<file path="config.mk">
export PLATFORM = sky130hd
export DESIGN_NAME = serial_control_frame_interface
export DESIGN_NICKNAME = d
export VERILOG_FILES = /design/src/link_frame_pkg.sv /design/src/serial_control_frame_interface.sv
export VERILOG_INCLUDE_DIRS = /design/src
export SDC_FILE = /design/constraint.sdc
export NUM_CORES = 1
export LEC_CHECK = 0
export BUFFER_PORTS_ARGS = -buffer_cell sky130_fd_sc_hd__buf_2
export CORE_ASPECT_RATIO = 2
export CORE_MARGIN = 5
export CORE_UTILIZATION = 53
export DETAILED_ROUTE_END_ITERATION = 10
export PLACE_DENSITY_LB_ADDON = 0.1
export SLEW_MARGIN = 5
export SYNTH_ARGS = -nofsm -noshare
export SYNTH_HDL_FRONTEND = slang
export SYNTH_SLANG_ARGS = --single-unit
</file>
<file path="constraint.sdc">
create_clock -name aclk -period 2.15 [get_ports aclk]
set_input_delay 0 -clock aclk [delete_from_list [all_inputs] [get_ports aclk]]
set_output_delay 0 -clock aclk [all_outputs]
set_load 0.02 [all_outputs]
</file>
<file path="src/link_frame_consts.svh">
/*
  Constants for the serial control frame interface: register offsets,
  field positions, shift-register taps and timing figures.
  Assumes it is included by its bare name wherever these names are used.
*/
`ifndef LINK_FRAME_CONSTS_SVH
`define LINK_FRAME_CONSTS_SVH

// register byte offsets
`define CTRL_OFS        8'h80
`define STATUS_OFS      8'h84
`define RX_DATA_OFS     8'h88
`define TX_DATA_OFS     8'h8c

// control register fields
`define CTRL_EXT_STB_D  0
`define CTRL_TX_CLR     1
`define CTRL_SIS_SET    3
`define CTRL_PAR_SEL    6
`define CTRL_RST        8'h00

// status register fields
`define STAT_RX_PEND    0
`define STAT_TX_PEND    1
`define STAT_SIS        2
`define STAT_INHIBIT    7

// sync detector taps and byte counter terminal value
`define SD_RESET_TAP    2
`define SD_OUT_TAP      3
`define BYTE_LAST       3'h7

// receive strobe width and system clock rate
`define STROBE_NS       5000
`define CLK_KHZ         20000

// axi response codes
`define RESP_OKAY       2'h0
`define RESP_SLVERR     2'h2

`endif

</file>
<file path="src/link_frame_pkg.sv">
/*
  Types shared by the serial control frame interface.
  Assumes nothing beyond a SystemVerilog compiler.
*/
package link_frame_pkg;

    // pending lines toward the parallel io device
    typedef struct packed {
        logic tx;
        logic rx;
    } pend_s;

    // edges of the link bit clock seen on aclk
    typedef struct packed {
        logic rise;
        logic fall;
    } link_edge_s;

endpackage : link_frame_pkg

</file>
<file path="src/serial_control_frame_interface.sv">
/*
  Serial control frame interface: receive sync detector, byte strobe and
  latch, transmit load timing and shift register, AXI4-Lite register slave.
  Assumes a free-running aclk far faster than the link bit clock, which
  arrives as an ordinary pin and is edge-detected after synchronisation.
*/
`timescale 1ns/1ps
`default_nettype none
`include "link_frame_consts.svh"

module serial_control_frame_interface #(
    parameter int ADDR_W = 8
) (
    // clock and reset
    input  wire logic                aclk,
    input  wire logic                aresetn,
    // axi4-lite write address and data
    input  wire logic [ADDR_W-1:0]   awaddr,
    input  wire logic                awvalid,
    output logic                     awready,
    input  wire logic [31:0]         wdata,
    input  wire logic [3:0]          wstrb,
    input  wire logic                wvalid,
    output logic                     wready,
    // axi4-lite write response
    output logic [1:0]               bresp,
    output logic                     bvalid,
    input  wire logic                bready,
    // axi4-lite read
    input  wire logic [ADDR_W-1:0]   araddr,
    input  wire logic                arvalid,
    output logic                     arready,
    output logic [31:0]              rdata,
    output logic [1:0]               rresp,
    output logic                     rvalid,
    input  wire logic                rready,
    // link pins
    input  wire logic                link_clk,
    input  wire logic                link_din_n,
    input  wire logic                ext_rev_din,
    input  wire logic                cmp_inhibit,
    output logic                     ext_dout,
    output logic                     tx_dout,
    output logic                     ext_strobe,
    // pending lines toward the parallel io device
    output link_frame_pkg::pend_s    pend
);
    import link_frame_pkg::*;

    localparam int STROBE_CYC = (`STROBE_NS * `CLK_KHZ + 999999) / 1000000;

    // elaboration check: map needs 8 address bits, strobe counter is 8 bits
    if (ADDR_W < 8 || STROBE_CYC > 255 || STROBE_CYC < 1) begin : g_bad_param
        $error("serial_control_frame_interface: unsupported parameter");
    end

    logic [3:0]  sync1_ff;
    logic [3:0]  sync2_ff;
    logic        clk_d_ff;
    link_edge_s  edge_e;
    logic        din_s;
    logic        ext_s;
    logic [3:0]  sd_a_ff;
    logic [3:0]  sd_b_ff;
    logic [3:0]  nxt_sd_a;
    logic [3:0]  sd_b_shift;
    logic        detect;
    logic [2:0]  rx_cnt_ff;
    logic        rx_term;
    logic        strobe_go;
    logic [7:0]  strobe_cnt_ff;
    logic [7:0]  rx_sh_ff;
    logic [7:0]  nxt_rx_sh;
    logic [7:0]  rx_byte_ff;
    logic        ext_dout_ff;
    logic        rx_pend_ff;
    logic        tx_pend_ff;
    logic        sis_ff;
    logic        load_ff;
    logic        load_go;
    logic        tx_run_ff;
    logic [2:0]  tx_cnt_ff;
    logic        tx_term;
    logic        par_sel_ff;
    logic [7:0]  tx_sh_ff;
    logic        tx_dout_ff;
    logic        ext_strobe_ff;
    logic [7:0]  ctrl_ff;
    logic [7:0]  tx_data_ff;
    logic        aw_held_ff;
    logic        w_held_ff;
    logic [7:0]  awaddr_ff;
    logic [31:0] wdata_ff;
    logic [3:0]  wstrb_ff;
    logic        bvalid_ff;
    logic [1:0]  bresp_ff;
    logic        rvalid_ff;
    logic [31:0] rdata_ff;
    logic [1:0]  rresp_ff;
    logic        do_write;
    logic        do_read;
    logic        wr_ctrl;
    logic        rd_rx;

    function automatic logic is_mapped(input logic [7:0] a);
        is_mapped = (a == `CTRL_OFS) || (a == `STATUS_OFS) || (a == `RX_DATA_OFS) || (a == `TX_DATA_OFS);
    endfunction : is_mapped

    // two flops on every pin before use: clock, data, revertive, inhibit
    always_ff @(posedge aclk) begin
        if (!aresetn) begin
            sync1_ff <= 4'h0;
            sync2_ff <= 4'h0;
            clk_d_ff <= 1'b0;
        end else begin
            sync1_ff <= {cmp_inhibit, ext_rev_din, link_din_n, link_clk};
            sync2_ff <= sync1_ff;
            clk_d_ff <= sync2_ff[0];
        end
    end

    assign edge_e.rise = sync2_ff[0] & ~clk_d_ff;
    assign edge_e.fall = ~sync2_ff[0] & clk_d_ff;
    assign din_s       = sync2_ff[1];
    assign ext_s       = sync2_ff[2];

    // sync detector: second stage cleared while the first holds a one at its
    // reset tap, and still during the edge on which the tap drops
    always_comb begin
        nxt_sd_a   = {sd_a_ff[2:0], din_s};
        sd_b_shift = sd_a_ff[`SD_RESET_TAP] ? 4'h0 : {sd_b_ff[2:0], 1'b1};
    end

    // output rises only on the third edge after a one and four zeros; later bits are ignored
    assign detect = edge_e.rise & sd_b_shift[`SD_OUT_TAP] & ~sd_b_ff[`SD_OUT_TAP];

    always_ff @(posedge aclk) begin
        if (!aresetn) begin
            sd_a_ff <= 4'h0;
            sd_b_ff <= 4'h0;
        end else if (edge_e.rise) begin
            sd_a_ff <= nxt_sd_a;
            sd_b_ff <= nxt_sd_a[`SD_RESET_TAP] ? 4'h0 : sd_b_shift;
        end
    end

    // receive byte counter, restarted by the sync detector
    always_ff @(posedge aclk) begin
        if (!aresetn) begin
            rx_cnt_ff <= 3'h0;
        end else if (detect) begin
            rx_cnt_ff <= 3'h0;
        end else if (edge_e.rise) begin
            rx_cnt_ff <= rx_cnt_ff + 3'h1;
        end
    end

    assign rx_term   = edge_e.rise & ~detect & (rx_cnt_ff == `BYTE_LAST);
    assign strobe_go = detect | rx_term;

    // strobe pulse: fixed width, retriggered only from idle like the one-shot
    always_ff @(posedge aclk) begin
        if (!aresetn) begin
            strobe_cnt_ff <= 8'h00;
        end else if (strobe_go && strobe_cnt_ff == 8'h00) begin
            strobe_cnt_ff <= 8'(STROBE_CYC);
        end else if (strobe_cnt_ff != 8'h00) begin
            strobe_cnt_ff <= strobe_cnt_ff - 8'h01;
        end
    end

    // input shift register: first frame bit ends in bit 0 of the byte
    assign nxt_rx_sh = {~din_s, rx_sh_ff[7:1]};

    always_ff @(posedge aclk) begin
        if (!aresetn) begin
            rx_sh_ff    <= 8'h00;
            ext_dout_ff <= 1'b0;
        end else if (edge_e.rise) begin
            rx_sh_ff    <= nxt_rx_sh;
            ext_dout_ff <= ~rx_sh_ff[0];
        end
    end

    // byte latch loaded by every strobe; an unread byte is overwritten
    always_ff @(posedge aclk) begin
        if (!aresetn) begin
            rx_byte_ff <= 8'h00;
        end else if (strobe_go) begin
            rx_byte_ff <= nxt_rx_sh;
        end
    end

    // receive pending latch: a strobe in the read cycle wins over the clear
    always_ff @(posedge aclk) begin
        if (!aresetn) begin
            rx_pend_ff <= 1'b0;
        end else if (strobe_go) begin
            rx_pend_ff <= 1'b1;
        end else if (rd_rx) begin
            rx_pend_ff <= 1'b0;
        end
    end

    // start-in-sync latch: set by software, spent by the aligned load
    assign load_go = (sis_ff & rx_term) | (tx_run_ff & ~sis_ff & tx_term);

    always_ff @(posedge aclk) begin
        if (!aresetn) begin
            sis_ff <= 1'b0;
        end else if (sis_ff & rx_term) begin
            sis_ff <= 1'b0;
        end else if (wr_ctrl && wdata_ff[`CTRL_SIS_SET]) begin
            sis_ff <= 1'b1;
        end
    end

    // load pulse: from a rising edge to the following falling edge
    always_ff @(posedge aclk) begin
        if (!aresetn) begin
            load_ff <= 1'b0;
        end else if (load_go) begin
            load_ff <= 1'b1;
        end else if (edge_e.fall) begin
            load_ff <= 1'b0;
        end
    end

    // transmit counter held while armed or loading, so it restarts in step
    always_ff @(posedge aclk) begin
        if (!aresetn) begin
            tx_run_ff <= 1'b0;
            tx_cnt_ff <= 3'h0;
        end else begin
            if (sis_ff & rx_term) begin
                tx_run_ff <= 1'b1;
            end
            if (sis_ff || load_ff || !tx_run_ff) begin
                tx_cnt_ff <= 3'h0;
            end else if (edge_e.rise) begin
                tx_cnt_ff <= tx_cnt_ff + 3'h1;
            end
        end
    end

    assign tx_term = edge_e.rise & tx_run_ff & ~sis_ff & ~load_ff & (tx_cnt_ff == `BYTE_LAST);

    // transmit pending set at the trailing edge of the load pulse
    always_ff @(posedge aclk) begin
        if (!aresetn) begin
            tx_pend_ff <= 1'b0;
        end else if (load_ff && edge_e.fall) begin
            tx_pend_ff <= 1'b1;
        end else if (wr_ctrl && wdata_ff[`CTRL_TX_CLR]) begin
            tx_pend_ff <= 1'b0;
        end
    end

    // load source latch and output shift register; shifts on falling edges
    always_ff @(posedge aclk) begin
        if (!aresetn) begin
            par_sel_ff <= 1'b0;
            tx_sh_ff   <= 8'h00;
            tx_dout_ff <= 1'b0;
        end else if (load_go) begin
            par_sel_ff <= ctrl_ff[`CTRL_PAR_SEL];
            if (ctrl_ff[`CTRL_PAR_SEL]) begin
                tx_sh_ff <= tx_data_ff;
            end
        end else if (edge_e.fall) begin
            // the fall that ends a load shifts too, or one bit per byte is lost
            // serial mode passes revertive data behind the host's sync byte
            tx_sh_ff   <= {par_sel_ff ? 1'b0 : ext_s, tx_sh_ff[7:1]};
            tx_dout_ff <= tx_sh_ff[0];
        end
    end

    // external strobe flop clocked by the transmit terminal count
    always_ff @(posedge aclk) begin
        if (!aresetn) begin
            ext_strobe_ff <= 1'b0;
        end else if (tx_term) begin
            ext_strobe_ff <= ctrl_ff[`CTRL_EXT_STB_D];
        end
    end

    // axi write: address and data taken in either order, answer after both
    assign awready  = ~aw_held_ff & ~bvalid_ff;
    assign wready   = ~w_held_ff & ~bvalid_ff;
    assign do_write = aw_held_ff & w_held_ff & ~bvalid_ff;
    assign wr_ctrl  = do_write & (awaddr_ff == `CTRL_OFS) & wstrb_ff[0];

    always_ff @(posedge aclk) begin
        if (!aresetn) begin
            aw_held_ff <= 1'b0;
            w_held_ff  <= 1'b0;
            awaddr_ff  <= 8'h00;
            wdata_ff   <= 32'h0000_0000;
            wstrb_ff   <= 4'h0;
            bvalid_ff  <= 1'b0;
            bresp_ff   <= `RESP_OKAY;
        end else begin
            if (awvalid && awready) begin
                aw_held_ff <= 1'b1;
                awaddr_ff  <= awaddr[7:0];
            end
            if (wvalid && wready) begin
                w_held_ff <= 1'b1;
                wdata_ff  <= wdata;
                wstrb_ff  <= wstrb;
            end
            if (do_write) begin
                aw_held_ff <= 1'b0;
                w_held_ff  <= 1'b0;
                bvalid_ff  <= 1'b1;
                bresp_ff   <= is_mapped(awaddr_ff) ? `RESP_OKAY : `RESP_SLVERR;
            end else if (bvalid_ff && bready) begin
                bvalid_ff <= 1'b0;
            end
        end
    end

    // writable registers; the pulse bits of control never store
    always_ff @(posedge aclk) begin
        if (!aresetn) begin
            ctrl_ff    <= `CTRL_RST;
            tx_data_ff <= 8'h00;
        end else if (do_write && wstrb_ff[0]) begin
            if (awaddr_ff == `CTRL_OFS) begin
                ctrl_ff <= wdata_ff[7:0] & ~(8'h01 << `CTRL_TX_CLR) & ~(8'h01 << `CTRL_SIS_SET);
            end
            if (awaddr_ff == `TX_DATA_OFS) begin
                tx_data_ff <= wdata_ff[7:0];
            end
        end
    end

    // axi read: one-cycle answer; the byte is driven only by a data read
    assign arready = ~rvalid_ff;
    assign do_read = arvalid & arready;
    assign rd_rx   = do_read & (araddr[7:0] == `RX_DATA_OFS);

    always_ff @(posedge aclk) begin
        if (!aresetn) begin
            rvalid_ff <= 1'b0;
            rdata_ff  <= 32'h0000_0000;
            rresp_ff  <= `RESP_OKAY;
        end else if (do_read) begin
            rvalid_ff <= 1'b1;
            rresp_ff  <= is_mapped(araddr[7:0]) ? `RESP_OKAY : `RESP_SLVERR;
            case (araddr[7:0])
                `CTRL_OFS:    rdata_ff <= {24'h00_0000, ctrl_ff};
                `STATUS_OFS:  rdata_ff <= {24'h00_0000, sync2_ff[3], 4'h0, sis_ff, tx_pend_ff, rx_pend_ff};
                `RX_DATA_OFS: rdata_ff <= {24'h00_0000, rx_byte_ff};
                `TX_DATA_OFS: rdata_ff <= {24'h00_0000, tx_data_ff};
                default:      rdata_ff <= 32'h0000_0000;
            endcase
        end else if (rvalid_ff && rready) begin
            rvalid_ff <= 1'b0;
            rdata_ff  <= 32'h0000_0000;
        end
    end

    // outputs
    assign bvalid     = bvalid_ff;
    assign bresp      = bresp_ff;
    assign rvalid     = rvalid_ff;
    assign rdata      = rdata_ff;
    assign rresp      = rresp_ff;
    assign ext_dout   = ext_dout_ff;
    assign tx_dout    = tx_dout_ff;
    assign ext_strobe = ext_strobe_ff;
    assign pend.rx    = rx_pend_ff;
    assign pend.tx    = tx_pend_ff;

    // helper counters for the checks below
    logic [7:0] strobe_w_ff;
    logic [3:0] rises_ff;
    always_ff @(posedge aclk) begin
        if (!aresetn) begin
            strobe_w_ff <= 8'h00;
            rises_ff    <= 4'h0;
        end else begin
            strobe_w_ff <= (strobe_cnt_ff != 8'h00) ? strobe_w_ff + 8'h01 : 8'h00;
            rises_ff    <= strobe_go ? 4'h0 : (edge_e.rise ? rises_ff + 4'h1 : rises_ff);
        end
    end
endmodule : serial_control_frame_interface
`default_nettype wire

</file>
## Yosys cells after proc, flatten, opt, wreduce, memory -nomap -nowiden

Index checks and enable logic that the tools add are counted.

- Flip-flop bits (word level): 126
- Bits in latches: 0
- RAM bits: 0
- Memory bits (read-only): 0
- Input port bits: 63
- Output and inout port bits: 46
- Logic and storage cells: 132
- Memories: 0

- Add/subtract/negate cells: 2
- Multiply operators: 0
- Div/mod/pow operators: 0
- Magnitude comparators: 0
- Equality and inequality tests: 11
- Shift operators: 0
- Mux-type cells: 21
- Bitwise operators: 37
- Reduce and logical (&&, ||, !) cells: 30

Operator list:

| kind | number |
|---|---|
| $eq 8x8->1 const B | 8 |
| $mux 32 | 2 |
| $pmux 8 s4 | 1 |
| $mux 8 | 3 |
| $and 1x1->1 | 21 |
| $not 1->1 | 14 |
| $mux 1 | 11 |
| $reduce_bool 2->1 | 5 |
| $logic_and 1x1->1 | 8 |
| $logic_or 1x1->1 | 8 |
| $mux 4 | 2 |
| $reduce_and 2->1 | 4 |
| $reduce_or 2->1 | 4 |
| $add 3x1->3 const B | 2 |
| $eq 3x3->1 const B | 2 |
| $mux 2 | 2 |
| $ne 2x1->1 const B | 1 |
| $or 1x1->1 | 2 |
| $logic_not 1->1 | 1 |

## Depth between registers and ports, before layout

Gate-level depths: netlist of the first run.

- Depth after elaboration: 11
- Gate-level depth with buffers: 7
- Gate-level depth less buffers: 6

## Worst setup path after synthesis of the first run

OpenSTA, ideal clock, no wires.

- Path type: reg2reg
- Start: register rx_cnt_ff[0]
- End: register tx_sh_ff[4]
- Arrival time: 1525 ps
- Slack: 497 ps
- Stages on the path, launching flop included: 8
- Path buffers: 1
- Cell sequence: dfxtp_1 > ha_1 > ha_1 > nand2_1 > nor4b_4 > or2_1 > buf_6 > a31oi_2

- Word-level cells in the longest chain between the ends: 6
- Elaborated cells between the ends (all ways): 8

RTL lines:

| element | line | source |
|---|---|---|
| from (decl) | serial_control_frame_interface.sv:68 | `logic [2:0] rx_cnt_ff;` |
| from (signal assigned) | serial_control_frame_interface.sv:154 | `rx_cnt_ff <= rx_cnt_ff + 3'h1;` |
| $eq 3x3->1 (no line) * | - |  |
| $and 1x1->1 * | serial_control_frame_interface.sv:158 | `` assign rx_term = edge_e.rise & ~detect & (rx_cnt_ff == `BYTE_LAST); `` |
| $and 1x1->1 * | serial_control_frame_interface.sv:206 | `assign load_go = (sis_ff & rx_term) \| (tx_run_ff & ~sis_ff & tx_term);` |
| $or 1x1->1 * | serial_control_frame_interface.sv:206 |  |
| $ne 2x1->1 (no line) or $reduce_bool 2->1 (tied branches) | - |  |
| $reduce_and 2->1 (no line) | - |  |
| to (signal assigned) | serial_control_frame_interface.sv:268 | `tx_sh_ff <= tx_data_ff;` |
| to (signal assigned) | serial_control_frame_interface.sv:273 | `tx_sh_ff <= {par_sel_ff ? 1'b0 : ext_s, tx_sh_ff[7:1]};` |
| to (decl) | serial_control_frame_interface.sv:85 | `logic [7:0] tx_sh_ff;` |

Mark *: on every way between the ends. The rest lies on a longest branch, timed or not.
A chain may end at the register's enable or synchronous reset.

## Final worst setup path of the first run

- Start: register rx_cnt_ff[0]
- End: register tx_sh_ff[2]

Same word-level chain as after synthesis.

==> flow_results.org, run 1 <==
** Global routing
- The initial antenna violation count is 0.
- Global routing used between 30% and 40% of the available met2 tracks.
- GR met3 Demand/Resource :: roughly 2.7%
- Met1 track demand over resource :: between 20% and 30%
- The layer flagged by global routing as most heavily used is met2.
- Leftover overflow at the end of global routing :: 0
- In the global route stage, overall resource usage came out at around a fifth.
- Global-route wire length before repair :: between 15000 and 20000 microns
- Maximum number of pins on one net before global-route repair :: 81
- Via count of the first global-routing pass :: approximately 3.1k

** Critical path
- The most critical setup path has its startpoint at rx_cnt_ff[0].
- Worst setup path endpoint :: tx_sh_ff[2]
- Reg-to-reg slack, setup :: 0.33 ns
- The worst setup path is captured at a flip-flop.
- Along the worst path, the maximum fanout reaches 11.
- Capture instance of the worst register-to-register path :: tx_sh_ff[2]
- STA classifies the critical path startpoint as a flip-flop.
- Worst Path Arrival :: around 2.1 ns
- Number of cells traversed by the worst register-to-register path :: 6
- Data on the critical path is required at its endpoint by approximately 2.4 ns.
- The worst register-to-register path begins at rx_cnt_ff[0].
- Critical path type :: reg -> reg

** Placed design
- Post-detailed-placement half-perimeter wirelength :: roughly 6700 microns
- Summing all placed instances gives a cell area of around 4600 sq um.
- In this run the tool buffered the top-level ports with 55 buffer cells.
- Placer Congestion :: between 0.7 and 0.8

** Power and ir drop
- VDD sags by at most between 0.4 and 0.5 mV.
- Dividing total power by cell area gives a power density of 742 nW/um^2.
- Leakage :: about 2.1 nW

** CTS
- CTS H-Tree Depth :: 3
- For the worst-skew pair, the clock arrives at the later sink with an insertion delay of 0.34 ns.
- Root cell of the clock tree :: sky130_fd_sc_hd__clkbuf_16
- For this design, the sink count on the clock tree is 100.
- Clock tree synthesis inserted a total of 9 buffers.
- TritonCTS built the clock tree.
- After clock tree synthesis, the clock-pin slew on the worst setup and hold paths is approximately 0.060 ns.
- In this run the deepest clock path goes through 2 buffers.

** Cells and area
- Area taken by flip-flops and latches :: 2000 sq um
- After the last flow step, the layout net total stands at 593.
- Fill cells :: 689
- Share of the core filled with cells :: between 60% and 70%
- Area taken by multi-input logic gates :: 2100 sq um
- 0 antenna diodes ended up in the layout.
- After routing the design area is 5100 sq um.
- Fraction of layout cells with a size suffix above 1 :: 18.1%
- Area growth from synthesis to layout :: 17.0%

** Route
- The routed layout has around 3.2k vias.
- The first detailed-routing pass ran for 5 iterations.
- Remaining antenna violation count :: 0
- Via density :: 5.13
- For this block, the initial DRC count from the detailed router was 210.
- For this block, the routed nets add up to slightly above 9000 microns of wire.
- Routed wire per std cell :: roughly 15 microns
- Post-detailed-route DRC marker count :: 0

** STA
- Setup repair after global routing missed its margin :: no
- The count of final hold-check violations is 0.
- Setup violations remaining at the end of the flow were counted as 0.
- At the pin with the least slew margin, the transition time is slightly below 0.6 ns.
- The count of pins over their slew limit came to 0.
- Crit share post-route :: between 80% and 90%
- Highest achievable clock rate :: roughly 0.55 GHz
- Headroom to the max-slew limit came out at about three fifths.
- Final TNS setup :: 0 ns
- Final critical path time including I/O delays and setup :: 1.82 ns
- Setup skew after layout :: around 0.0038 ns

** Logic synthesis
- In the synthesized netlist the async set-or-reset flop fraction comes to 0%.
- Mean post-synth cell area :: ~9.6 sq um
- Ranked by instance count, the synthesized netlist is headed by 100 x sky130_fd_sc_hd__dfxtp_1, 68 x sky130_fd_sc_hd__nand2_1, 44 x sky130_fd_sc_hd__nor2b_1.
- Number of warnings printed during yosys synthesis :: 0
- Top cells by area in the synthesized netlist :: sky130_fd_sc_hd__dfxtp_1 46%, sky130_fd_sc_hd__nor2b_1 6.3%, sky130_fd_sc_hd__nand2_1 5.9%
- Area of the mapped netlist :: between 4000 and 5000 sq um
- Dominant register cell in the synthesized netlist :: sky130_fd_sc_hd__dfxtp_1
- After technology mapping, the gate count stands at 456.
- Register area share after synthesis :: around 46%
- Post-synth top area share :: a little under half
- Number of enable-type register cells in the synthesized netlist :: 0
- FF+latch count, synth :: 100
- The synthesized netlist contains between 40 and 50 unique library cells.
- sky130_fd_sc_hd__dfxtp_1 is the most common cell in the netlist.
- The biggest area contributor in the post-synthesis netlist is sky130_fd_sc_hd__dfxtp_1.

** Worst hold path
- The min-delay analysis places its worst path in the category in -> reg.

** Floorplan
- Placement row count :: 46
- The die covers around 10000 sq um.
- In this run the horizontal extent of the chip is between 70 and 80 microns.
- For this configuration, the core starts out at a cell density of a little over half.
- The die is 138 microns tall.
- I/O Pins :: 109
- The core region is ~8000 sq um.

** Status
- Status :: complete, no violations

** Job
- Across the run, the number of max-cap violations was 0.
-- worst max-delay path, stage by stage (launching register included) --
cell	delay, ns
sky130_fd_sc_hd__dfxtp_1	0.35
sky130_fd_sc_hd__ha_1	0.16
sky130_fd_sc_hd__ha_1	0.19
sky130_fd_sc_hd__nand2_1	0.13
sky130_fd_sc_hd__nor3_2	0.47
sky130_fd_sc_hd__o21ai_0	0.22
sky130_fd_sc_hd__a31oi_2	0.21
-- cells by family (layout without fill, tap and decap cells) --
kind of cell	Yosys count	after routing	share of synthesized area, %
flops	100	100	45.9
xor+xnor	1	1	0.201
other cells	1	26	0.0860
compound gates	94	94	16.2
fa+ha+maj	4	4	1.15
buf+inv	56	104	8.09
mux	30	30	7.81
simple gates	170	170	20.6
-- cell type report --
type | count | area share (%)
clock buffers | 11 | 4.56
clock inverters | 3 | 0.785
inverters | 2 | 0.147
multi-input cells | 325 | 41.2
flip-flops and latches | 100 | 39.2
well taps | 96 | 2.35
repair buffers | 88 | 11.7
-- per-layer routing --
| metal | part of all wire [%] | vias up |
|---|---|---|
| met3 | 3.5 | 10 |
| li1 | - | 1643 |
| met5 | 0 | - |
| met2 | 54 | 66 |
| met1 | 40 | 1487 |
| met4 | 1.8 | 0 |
-- worst min-delay path by stage --
stage / depth (start not counted) / to / from
2_1_floorplan: 1 / sync1_ff[0] / link_clk
3_3_place_gp: 2 / sync1_ff[2] / ext_rev_din
3_5_place_dp: 2 / sync1_ff[2] / ext_rev_din
4_1_cts: 2 / sd_a_ff[1] / aresetn
5_1_grt: 2 / tx_dout / aresetn
6_report: 2 / sd_a_ff[1] / aresetn
-- cells in the final DEF, fill, tap and decap left out, drive strengths merged, types with 4 or more instances in the layout --
cell	instances
a21boi	33
a21oi	7
a22oi	12
a31oi	8
and2	14
buf	64
clkbuf	11
conb	26
dfxtp	100
dlygate4sd3	24
ha	4
mux2i	25
nand2	68
nand3	12
nor2	12
nor2b	44
o21ai	16
o31ai	8
-- power by group --
group	internal (mW)	leakage (nW)	switching (mW)
sequential	1.90	0.812	0.0311
clock	0.885	0.135	0.640
combinational	0.136	1.16	0.189
total	2.92	2.11	0.860
-- timing repair --
item,CTS,global route
endpoints found under the hold margin,23,0
hold buffers,24,0
gates resized for setup,1,0
buffers inserted,0,0
endpoints found under the setup margin,3,0
-- registers in the layout, summed over array words and instances, names as in the netlist, 6 cells and up --
register,count
awaddr_ff,8
ctrl_ff,6
rdata,8
rx_byte_ff,8
rx_sh_ff,8
tx_data_ff,8
tx_sh_ff,8
wdata_ff,8
-- per-stage QoR --
stage	setup WS [ns]	hold WS (ns)	power, mW	instances
final	0.328	0.0475	3.78	625
after global routing	0.147	0.0768	3.94	625
after CTS	0.337	0.0597	3.81	625
after detailed placement	0.00182	0.211	2.27	587
after global placement	0.106	0.206	2.26	587
after floorplan	0.497	0.127	2.21	481
(Power assumes the default switching activity.)
==> run 2: changes to the inputs <==
Settings changed: CORE_UTILIZATION 53 to 48.
Clock period 2.15 ns to 1.5 ns, I/O delays scaled along.
==> run 2 against run 1 <==
Against the previous run: the flow now finishes with violations (negative setup slack); clock skew is 0.0014 ns higher; non-clock buffer count up 20; total power is 44% higher; design area rose by 9.1%; setup slack worse by 0.34 ns; first-iteration DRC count is 34% lower; global-route usage down 0.79 points; routed wire length grew 6.9%; register-to-register slack got worse by 0.34 ns; sequential share of layout area down 3.2 points; clock power is 41% higher; highest routed layer unchanged.
==> flow_results.org, run 2 (synthesized netlist as in run 1, its figures left out) <==
** Route
- The remaining antenna violation count is 0 (unchanged).
- Post-detailed-route DRC marker count :: 0 (unchanged)
- Number of DRC markers after the initial detailed-route iteration :: 139 (-34%)
- The iteration count of the initial detailed-routing pass was 4 (-1).
- The total number of vias was 3314 (+3.4%).
- Routed wire per std cell :: 15.1 microns (+2.5%)
- The routed wire length came to 9860 microns (+6.9%).
- Via density :: 5.08 (-0.91%)

** Status
- The checks that failed: negative setup slack.
- The flow ran to the end, but the final reports show violations.

** Floorplan
- The number of standard-cell rows in the floorplan came to 49 (+6.5%).
- Area of the core :: 8950 sq um (+12%)
- Die extent in y :: 145 microns (+4.7%)
- Starting density of the core :: 48.7% (-5.8 points)
- The I/O pin count is 109 (unchanged).
- Area enclosed by the die boundary :: 11200 sq um (+9.3%)
- The die width is 77.4 microns (+4.4%).

** STA
- Setup repair after global routing could not meet its margin everywhere.
- The post-route clock period utilization was 101% (+16 points).
- The post-route clock skew is 0.00515 ns (+0.00137 ns).
- Total count of max-transition violations in the final report :: 0 (unchanged)
- The post-layout minimum cycle time was 1.51 ns (-0.312 ns).
- The count of final hold-check violations came to 0 (unchanged).
- Highest achievable clock rate :: 0.662 GHz (+21%)
- The worst setup slack after layout is -0.0100 ns (-0.338 ns).
- The sum of negative setup slack is -0.0100 ns (-0.0100 ns).
- The count of final setup violators is 1 (+1).

** Placed design
- Number of instances in the placed design :: 610 (+3.9%)
- The post-place instance area came to 4780 sq um (+4.3%).
- Post-detailed-placement half-perimeter wirelength :: 7130 microns (+7.2%)
- The count of input and output buffers is 55 (unchanged).
- The final weighted congestion in routability-driven placement came to 0.776 (-2.5%).
- DP Worst Slack :: -0.514 ns (-0.516 ns)

** CTS
- Number of buffers created by CTS :: 9 (unchanged)
- Maximum clock insertion buffer count :: 2 (unchanged)
- TritonCTS built the clock tree.
- CTS H-Tree Depth :: 3 (unchanged)
- The clock insertion delay at the later pin of the skew report came to 0.34 ns (about the same).
- The post-CTS clock slew at the launch and capture registers of the worst setup and hold paths was 0.06 ns (about the same).
- Root cell of the clock tree :: sky130_fd_sc_hd__clkbuf_16
- Sink Count :: 100 (unchanged)

** Power and ir drop
- The fraction of power consumed by sequential logic is 51.0% (about the same).
- The leakage dissipation is 2.24 nW (+6.6%).
- The switching power of the nets was 1.30 mW (+51%).
- The switching part of the total power came to 23.8% (+1.0 points).
- The clock share of power was 39.5% (-0.8 points).
- The maximum vdd ir drop came to 0.684 mV (+44%).
- Internal Dissipation :: 4.15 mW (+42%)
- P per Cell Area :: 979 nW/um^2 (+32%)
- Comb pwr share :: 9.5% (+0.9 points)
- Total Power Consumption :: 5.45 mW (+44%)

** Cells and area
- The filler cell count in the final layout is 786 (+14%).
- The top cell types in the final layout, fill and taps aside, are 95 x sky130_fd_sc_hd__dfxtp_1, 67 x sky130_fd_sc_hd__nand2_1, 55 x sky130_fd_sc_hd__buf_2, 44 x sky130_fd_sc_hd__nor2b_1, 32 x sky130_fd_sc_hd__a21boi_0.
- The library cell used most frequently in the layout, excluding fill and tap cells, is sky130_fd_sc_hd__dfxtp_1.
- Inserted Diodes :: 0 (unchanged)
- Net count reported at finish :: 613 (+3.4%)
- The area of all placed cells without fillers is 5570 sq um (+9.1%).
- From synthesis to final layout, the design area changed by 27.7%.
- The share of final-layout standard cells stronger than drive strength 1 came to 27.3% (+9.1 points).
- Non-filler cells, final :: 652 (+4.3%)

** Global routing
- The total overflow reported by the global router came to 0 (unchanged).
- Maximum number of pins on one net before global-route repair :: 52 (-36%)
- Via count of the first global-routing pass :: 3264 (+4.4%)
- Total Routing Usage GR :: 17.9% (-0.79 points)
- Global-route wire length before repair :: 15900 microns (+5.7%)
- Antenna violations before repair :: 0 (unchanged)

** Critical path
- Worst Path Arrival :: 1.73 ns (-0.36 ns)
- The maximum fanout count along the critical path was 8 (-3).
- The worst setup path is launched from a flip-flop.
- The critical path is of the reg -> reg type.
- STA classifies the critical path endpoint as a flip-flop.
- Data required time at the worst endpoint :: 1.72 ns (-0.70 ns)

** Worst hold path
- Hold WC Path Type :: in -> reg

** Job
- Max-Cap Viols :: 0 (unchanged)
==> run 2: cell types whose count changed in the layout (fill, tap and decap cells not counted), moves of 5 or more <==
cell                      previous run  this run
sky130_fd_sc_hd__buf_4               8        20
sky130_fd_sc_hd__o31ai_1             8         0
sky130_fd_sc_hd__o31ai_4             0         6
sky130_fd_sc_hd__buf_6               0         5
sky130_fd_sc_hd__dfxtp_1           100        95
sky130_fd_sc_hd__dfxtp_2             0         5
==> run 2: path summary, 6_finish.rpt <==
check	start	endpoint	slack (ns)	cells past startpoint
setup / recovery	tx_cnt_ff[1]	tx_sh_ff[4]	-0.01	6
hold / removal	aresetn	sd_b_ff[3]	0.08	2
setup reg to reg	tx_cnt_ff[1]	tx_sh_ff[4]	-0.01	6
hold reg to reg	sync1_ff[2]	sync2_ff[2]	0.44	1
==> run 2: metal layers <==
metal	global-route usage (%)	wire [microns]
met1	19.0	3760
met2	31.9	5400
met3	4.77	360
met4	9.78	345
met5	0	0
==> run 2: layout make-up <==
class | count | area, sq um | share of cell area [%]
sequential | 100 | 2010 | 36.1
clock buffer | 11 | 253 | 4.54
multi-input combinational | 325 | 2340 | 42.0
timing repair buffer | 108 | 807 | 14.5
inverter | 2 | 7.51 | 0.135
clock inverter | 4 | 25.0 | 0.450
tap | 102 | 128 | 2.29
==> run 2: repair_timing <==
| action | 4_1_cts | 5_1_grt |
|---|---|---|
| resized for setup | 22 | 25 |
| pin swaps | 7 | 13 |
| hold buffers | 24 | 0 |
| endpoints found under the setup margin | 12 | 45 |
| hold endpoints to repair | 23 | 0 |
| cloned | 0 | 1 |
| buffers inserted | 1 | 2 |
==> run 2: power by group through the flow <==
stage	combinational [mW]	clock (mW)	sequential (mW)
floorplan	0.342	0	2.83
global placement	0.433	0	2.83
detailed placement	0.440	0	2.83
CTS	0.502	2.21	2.77
global route	0.568	2.33	2.78
finish	0.515	2.15	2.78
==> run 2: metrics by stage <==
stage                     hold slack [ns]  utilization [%]
after floorplan                     0.127                -
after global placement              0.205             53.4
after detailed placement            0.209             53.4
after CTS                          0.0945             60.3
after global routing                0.117             62.2
final                              0.0846             62.2
==> run 2: critical path: stages, from the launching register on <==
cell	delay, ns
sky130_fd_sc_hd__dfxtp_1	0.34
sky130_fd_sc_hd__ha_4	0.17
sky130_fd_sc_hd__ha_4	0.15
sky130_fd_sc_hd__a41o_1	0.25
sky130_fd_sc_hd__buf_6	0.17
sky130_fd_sc_hd__o31ai_4	0.26
sky130_fd_sc_hd__a31oi_4	0.04
==> run 3: changes to the inputs <==
Settings changed: MAX_ROUTING_LAYER set to met4.
==> run 3 against run 2 <==
Against the previous run: the flow still finishes with violations (negative setup slack); sequential power barely moved; non-clock buffer count did not move; utilization did not move; clock skew rose by 0.0011 ns; register-to-register slack barely moved; flip-flop and latch count did not move; combinational power barely moved; worst hold slack improved by 0.0029 ns; global-route usage rose by 0.51 points; clock-buffer cell count did not move; first-iteration DRC count fell by 5.0%; routed wire length rose by 0.24%; largest power group unchanged.
==> flow_results.org, run 3 (synthesized netlist as in run 1, its figures left out) <==
** Status
- Status :: finished, violations left
- Failing checks :: negative setup slack

** Route
- The routed wire length came to 9890 microns (+0.24%).
- The average wire per cell in the routed design was 15.2 microns (+0.24%).
- Pre-antenna DRT Iters :: 4 (unchanged)
- The total number of vias is 3307 (-0.21%).
- Number of DRC markers after the initial detailed-route iteration :: 132 (-5.0%)
- The remaining antenna violation count was 0 (unchanged).
- The number of vias per cell is 5.07 (-0.21%).
- Post-detailed-route DRC marker count :: 0 (unchanged)

** STA
- The count of final setup violators was 1 (unchanged).
- The post-route clock period utilization came to 101% (about the same).
- The worst setup slack after layout was -0.00954 ns (+0.000454 ns).
- Setup skew after layout :: 0.00626 ns (+0.00111 ns)
- Highest achievable clock rate :: 0.662 GHz (about the same)
- The post-layout minimum cycle time was 1.51 ns (-0.000454 ns).
- Final hold vios :: 0 (unchanged)
- Total count of max-transition violations in the final report :: 0 (unchanged)
- Setup repair after global routing missed its margin :: yes

** CTS
- Number of buffers created by CTS :: 9 (unchanged)
- The maximum buffer depth of the clock tree came to 2 (unchanged).
- The number of H-tree levels came to 3 (unchanged).
- CTS tree :: built
- The root buffer cell chosen for the clock tree is sky130_fd_sc_hd__clkbuf_16.
- Clock-pin transition on the worst setup and hold timing paths :: 0.06 ns (about the same)
- Sink Count :: 100 (unchanged)
- The clock insertion delay at the later pin of the skew report is 0.34 ns (about the same).

** Floorplan
- The standard cell core area is 8950 sq um (unchanged).
- I/O Pins :: 109 (unchanged)
- Die X-Extent :: 77.4 microns (unchanged)
- Placement row count :: 49 (unchanged)
- The starting density of the core is 48.7% (unchanged).
- Die extent in y :: 145 microns (unchanged)
- The die outline area is 11200 sq um (unchanged).

** Critical path
- The endpoint arrival time on the critical path was 1.73 ns (about the same).
- The critical path is of the reg -> reg type.
- The cell that appears most often on the critical path is sky130_fd_sc_hd__ha_4.
- Sort of element at the end of the critical path :: flip-flop
- CP cell instances :: ha_4, ha_4, a41o_1, buf_6, o31ai_4, a31oi_4
- The critical path data required time was 1.72 ns (about the same).
- The stage delay of the slowest cell on the critical path came to 0.34 ns (about the same).
- Crit Path Max Fanout :: 8 (unchanged)
- STA classifies the critical path startpoint as a flip-flop.
- For this design, the slowest cell found on the critical path is sky130_fd_sc_hd__dfxtp_1.

** Cells and area
- The number of diodes added for antenna fixing is 0 (unchanged).
- Most frequent cells in the layout :: 95 x sky130_fd_sc_hd__dfxtp_1, 67 x sky130_fd_sc_hd__nand2_1, 55 x sky130_fd_sc_hd__buf_2, 44 x sky130_fd_sc_hd__nor2b_1, 32 x sky130_fd_sc_hd__a21boi_0
- The share of final-layout standard cells stronger than drive strength 1 was 27.3% (unchanged).
- The library cell used most frequently in the layout, excluding fill and tap cells, is sky130_fd_sc_hd__dfxtp_1.
- Share of the core filled with cells :: 62.2% (unchanged)
- Area growth from synthesis to layout :: 27.7% (unchanged)
- Net count reported at finish :: 613 (unchanged)

** Power and ir drop
- The leakage dissipation is 2.24 nW (unchanged).
- The clock share of power was 39.6% (about the same).
- Relative contribution of sequential cells to total power :: 51.0% (about the same)
- The internal power came to 4.15 mW (about the same).
- The switching power of the nets came to 1.30 mW (+0.18%).
- The switching part of the total power is 23.8% (+0.033 points).
- The power share of the combinational group is 9.5% (about the same).
- The maximum vdd ir drop came to 0.684 mV (about the same).
- The power density of the placed cells was 979 nW/um^2 (about the same).

** Placed design
- Post-detailed-placement half-perimeter wirelength :: 7130 microns (unchanged)
- The final weighted congestion in routability-driven placement is 0.787 (+1.4%).
- PortBufs :: 55 (unchanged)
- DP Worst Slack :: -0.514 ns (unchanged)

** Global routing
- The via count of the first global-routing pass is 3266 (+0.061%).
- Maximum number of pins on one net before global-route repair :: 52 (unchanged)
- Total Routing Usage GR :: 18.4% (+0.51 points)
- Antenna violations before repair :: 0 (unchanged)
- Leftover overflow at the end of global routing :: 0 (unchanged)
- The global-route wire length before repair was 15900 microns (about the same).

** Job
- Max-Cap Viols :: 0 (unchanged)

** Worst hold path
- Hold WC Path Type :: in -> reg
run 3: timing repair:
item | 4_1_cts | 5_1_grt
hold buffers | 24 | 0
setup buffers | 1 | 2
endpoints found under the hold margin | 23 | 0
setup endpoints to repair | 12 | 45
gates resized for setup | 22 | 25
cloned | 0 | 1
pin swaps | 7 | 13
run 3: metrics by stage:
| stage | power (mW) | instances | setup TNS [ns] | area (sq um) | hold WS, ns |
|---|---|---|---|---|---|
| 2_1_floorplan | 3.17 | 481 | -0.750 | 4490 | 0.127 |
| 3_3_place_gp | 3.26 | 610 | -3.68 | 4780 | 0.205 |
| 3_5_place_dp | 3.27 | 610 | -4.54 | 4780 | 0.209 |
| 4_1_cts | 5.48 | 649 | 0 | 5400 | 0.0945 |
| 5_1_grt | 5.68 | 652 | -1.25 | 5570 | 0.120 |
| 6_report | 5.45 | 652 | -0.00954 | 5570 | 0.0875 |
run 3: worst paths after layout:
kind / from / end / slack, ns / cells past startpoint
max: tx_cnt_ff[1] / tx_sh_ff[4] / -0.01 / 6
min reg2reg: sync1_ff[2] / sync2_ff[2] / 0.44 / 1
max reg2reg: tx_cnt_ff[1] / tx_sh_ff[4] / -0.01 / 6
min: aresetn / sd_b_ff[3] / 0.09 / 2
run 3: critical path: cells and delay by family, from the launching register on:
kind	cells	cell delay [ns]
fa+ha+maj	2	0.32
buf+inv	1	0.17
flops	1	0.34
compound gates	3	0.56
run 3: final cells by class:
type	count	area (sq um)
Tap cell	102	128
Timing Repair Buffer	108	807
Clock buffer	11	253
Clock inverter	4	25.0
Inverter	2	7.51
Fill cell	786	3380
Multi-Input combinational cell	325	2340
Sequential cell	100	2010
run 3: power by group through the flow:
stage | clock network (mW) | logic, mW | registers (mW)
finish | 2.16 | 0.516 | 2.78
global route | 2.33 | 0.568 | 2.78
global placement | 0 | 0.433 | 2.83
floorplan | 0 | 0.342 | 2.83
CTS | 2.21 | 0.502 | 2.77
detailed placement | 0 | 0.440 | 2.83
run 3: routing by layer:
metal / global-route usage [%] / share of wire, % / vias up
li1: - / - / 1687
met1: 18.9 / 39 / 1549
met2: 31.9 / 55 / 54
met3: 4.77 / 3.5 / 17
met4: 9.78 / 3.4 / 0
met5: - / 0 / -
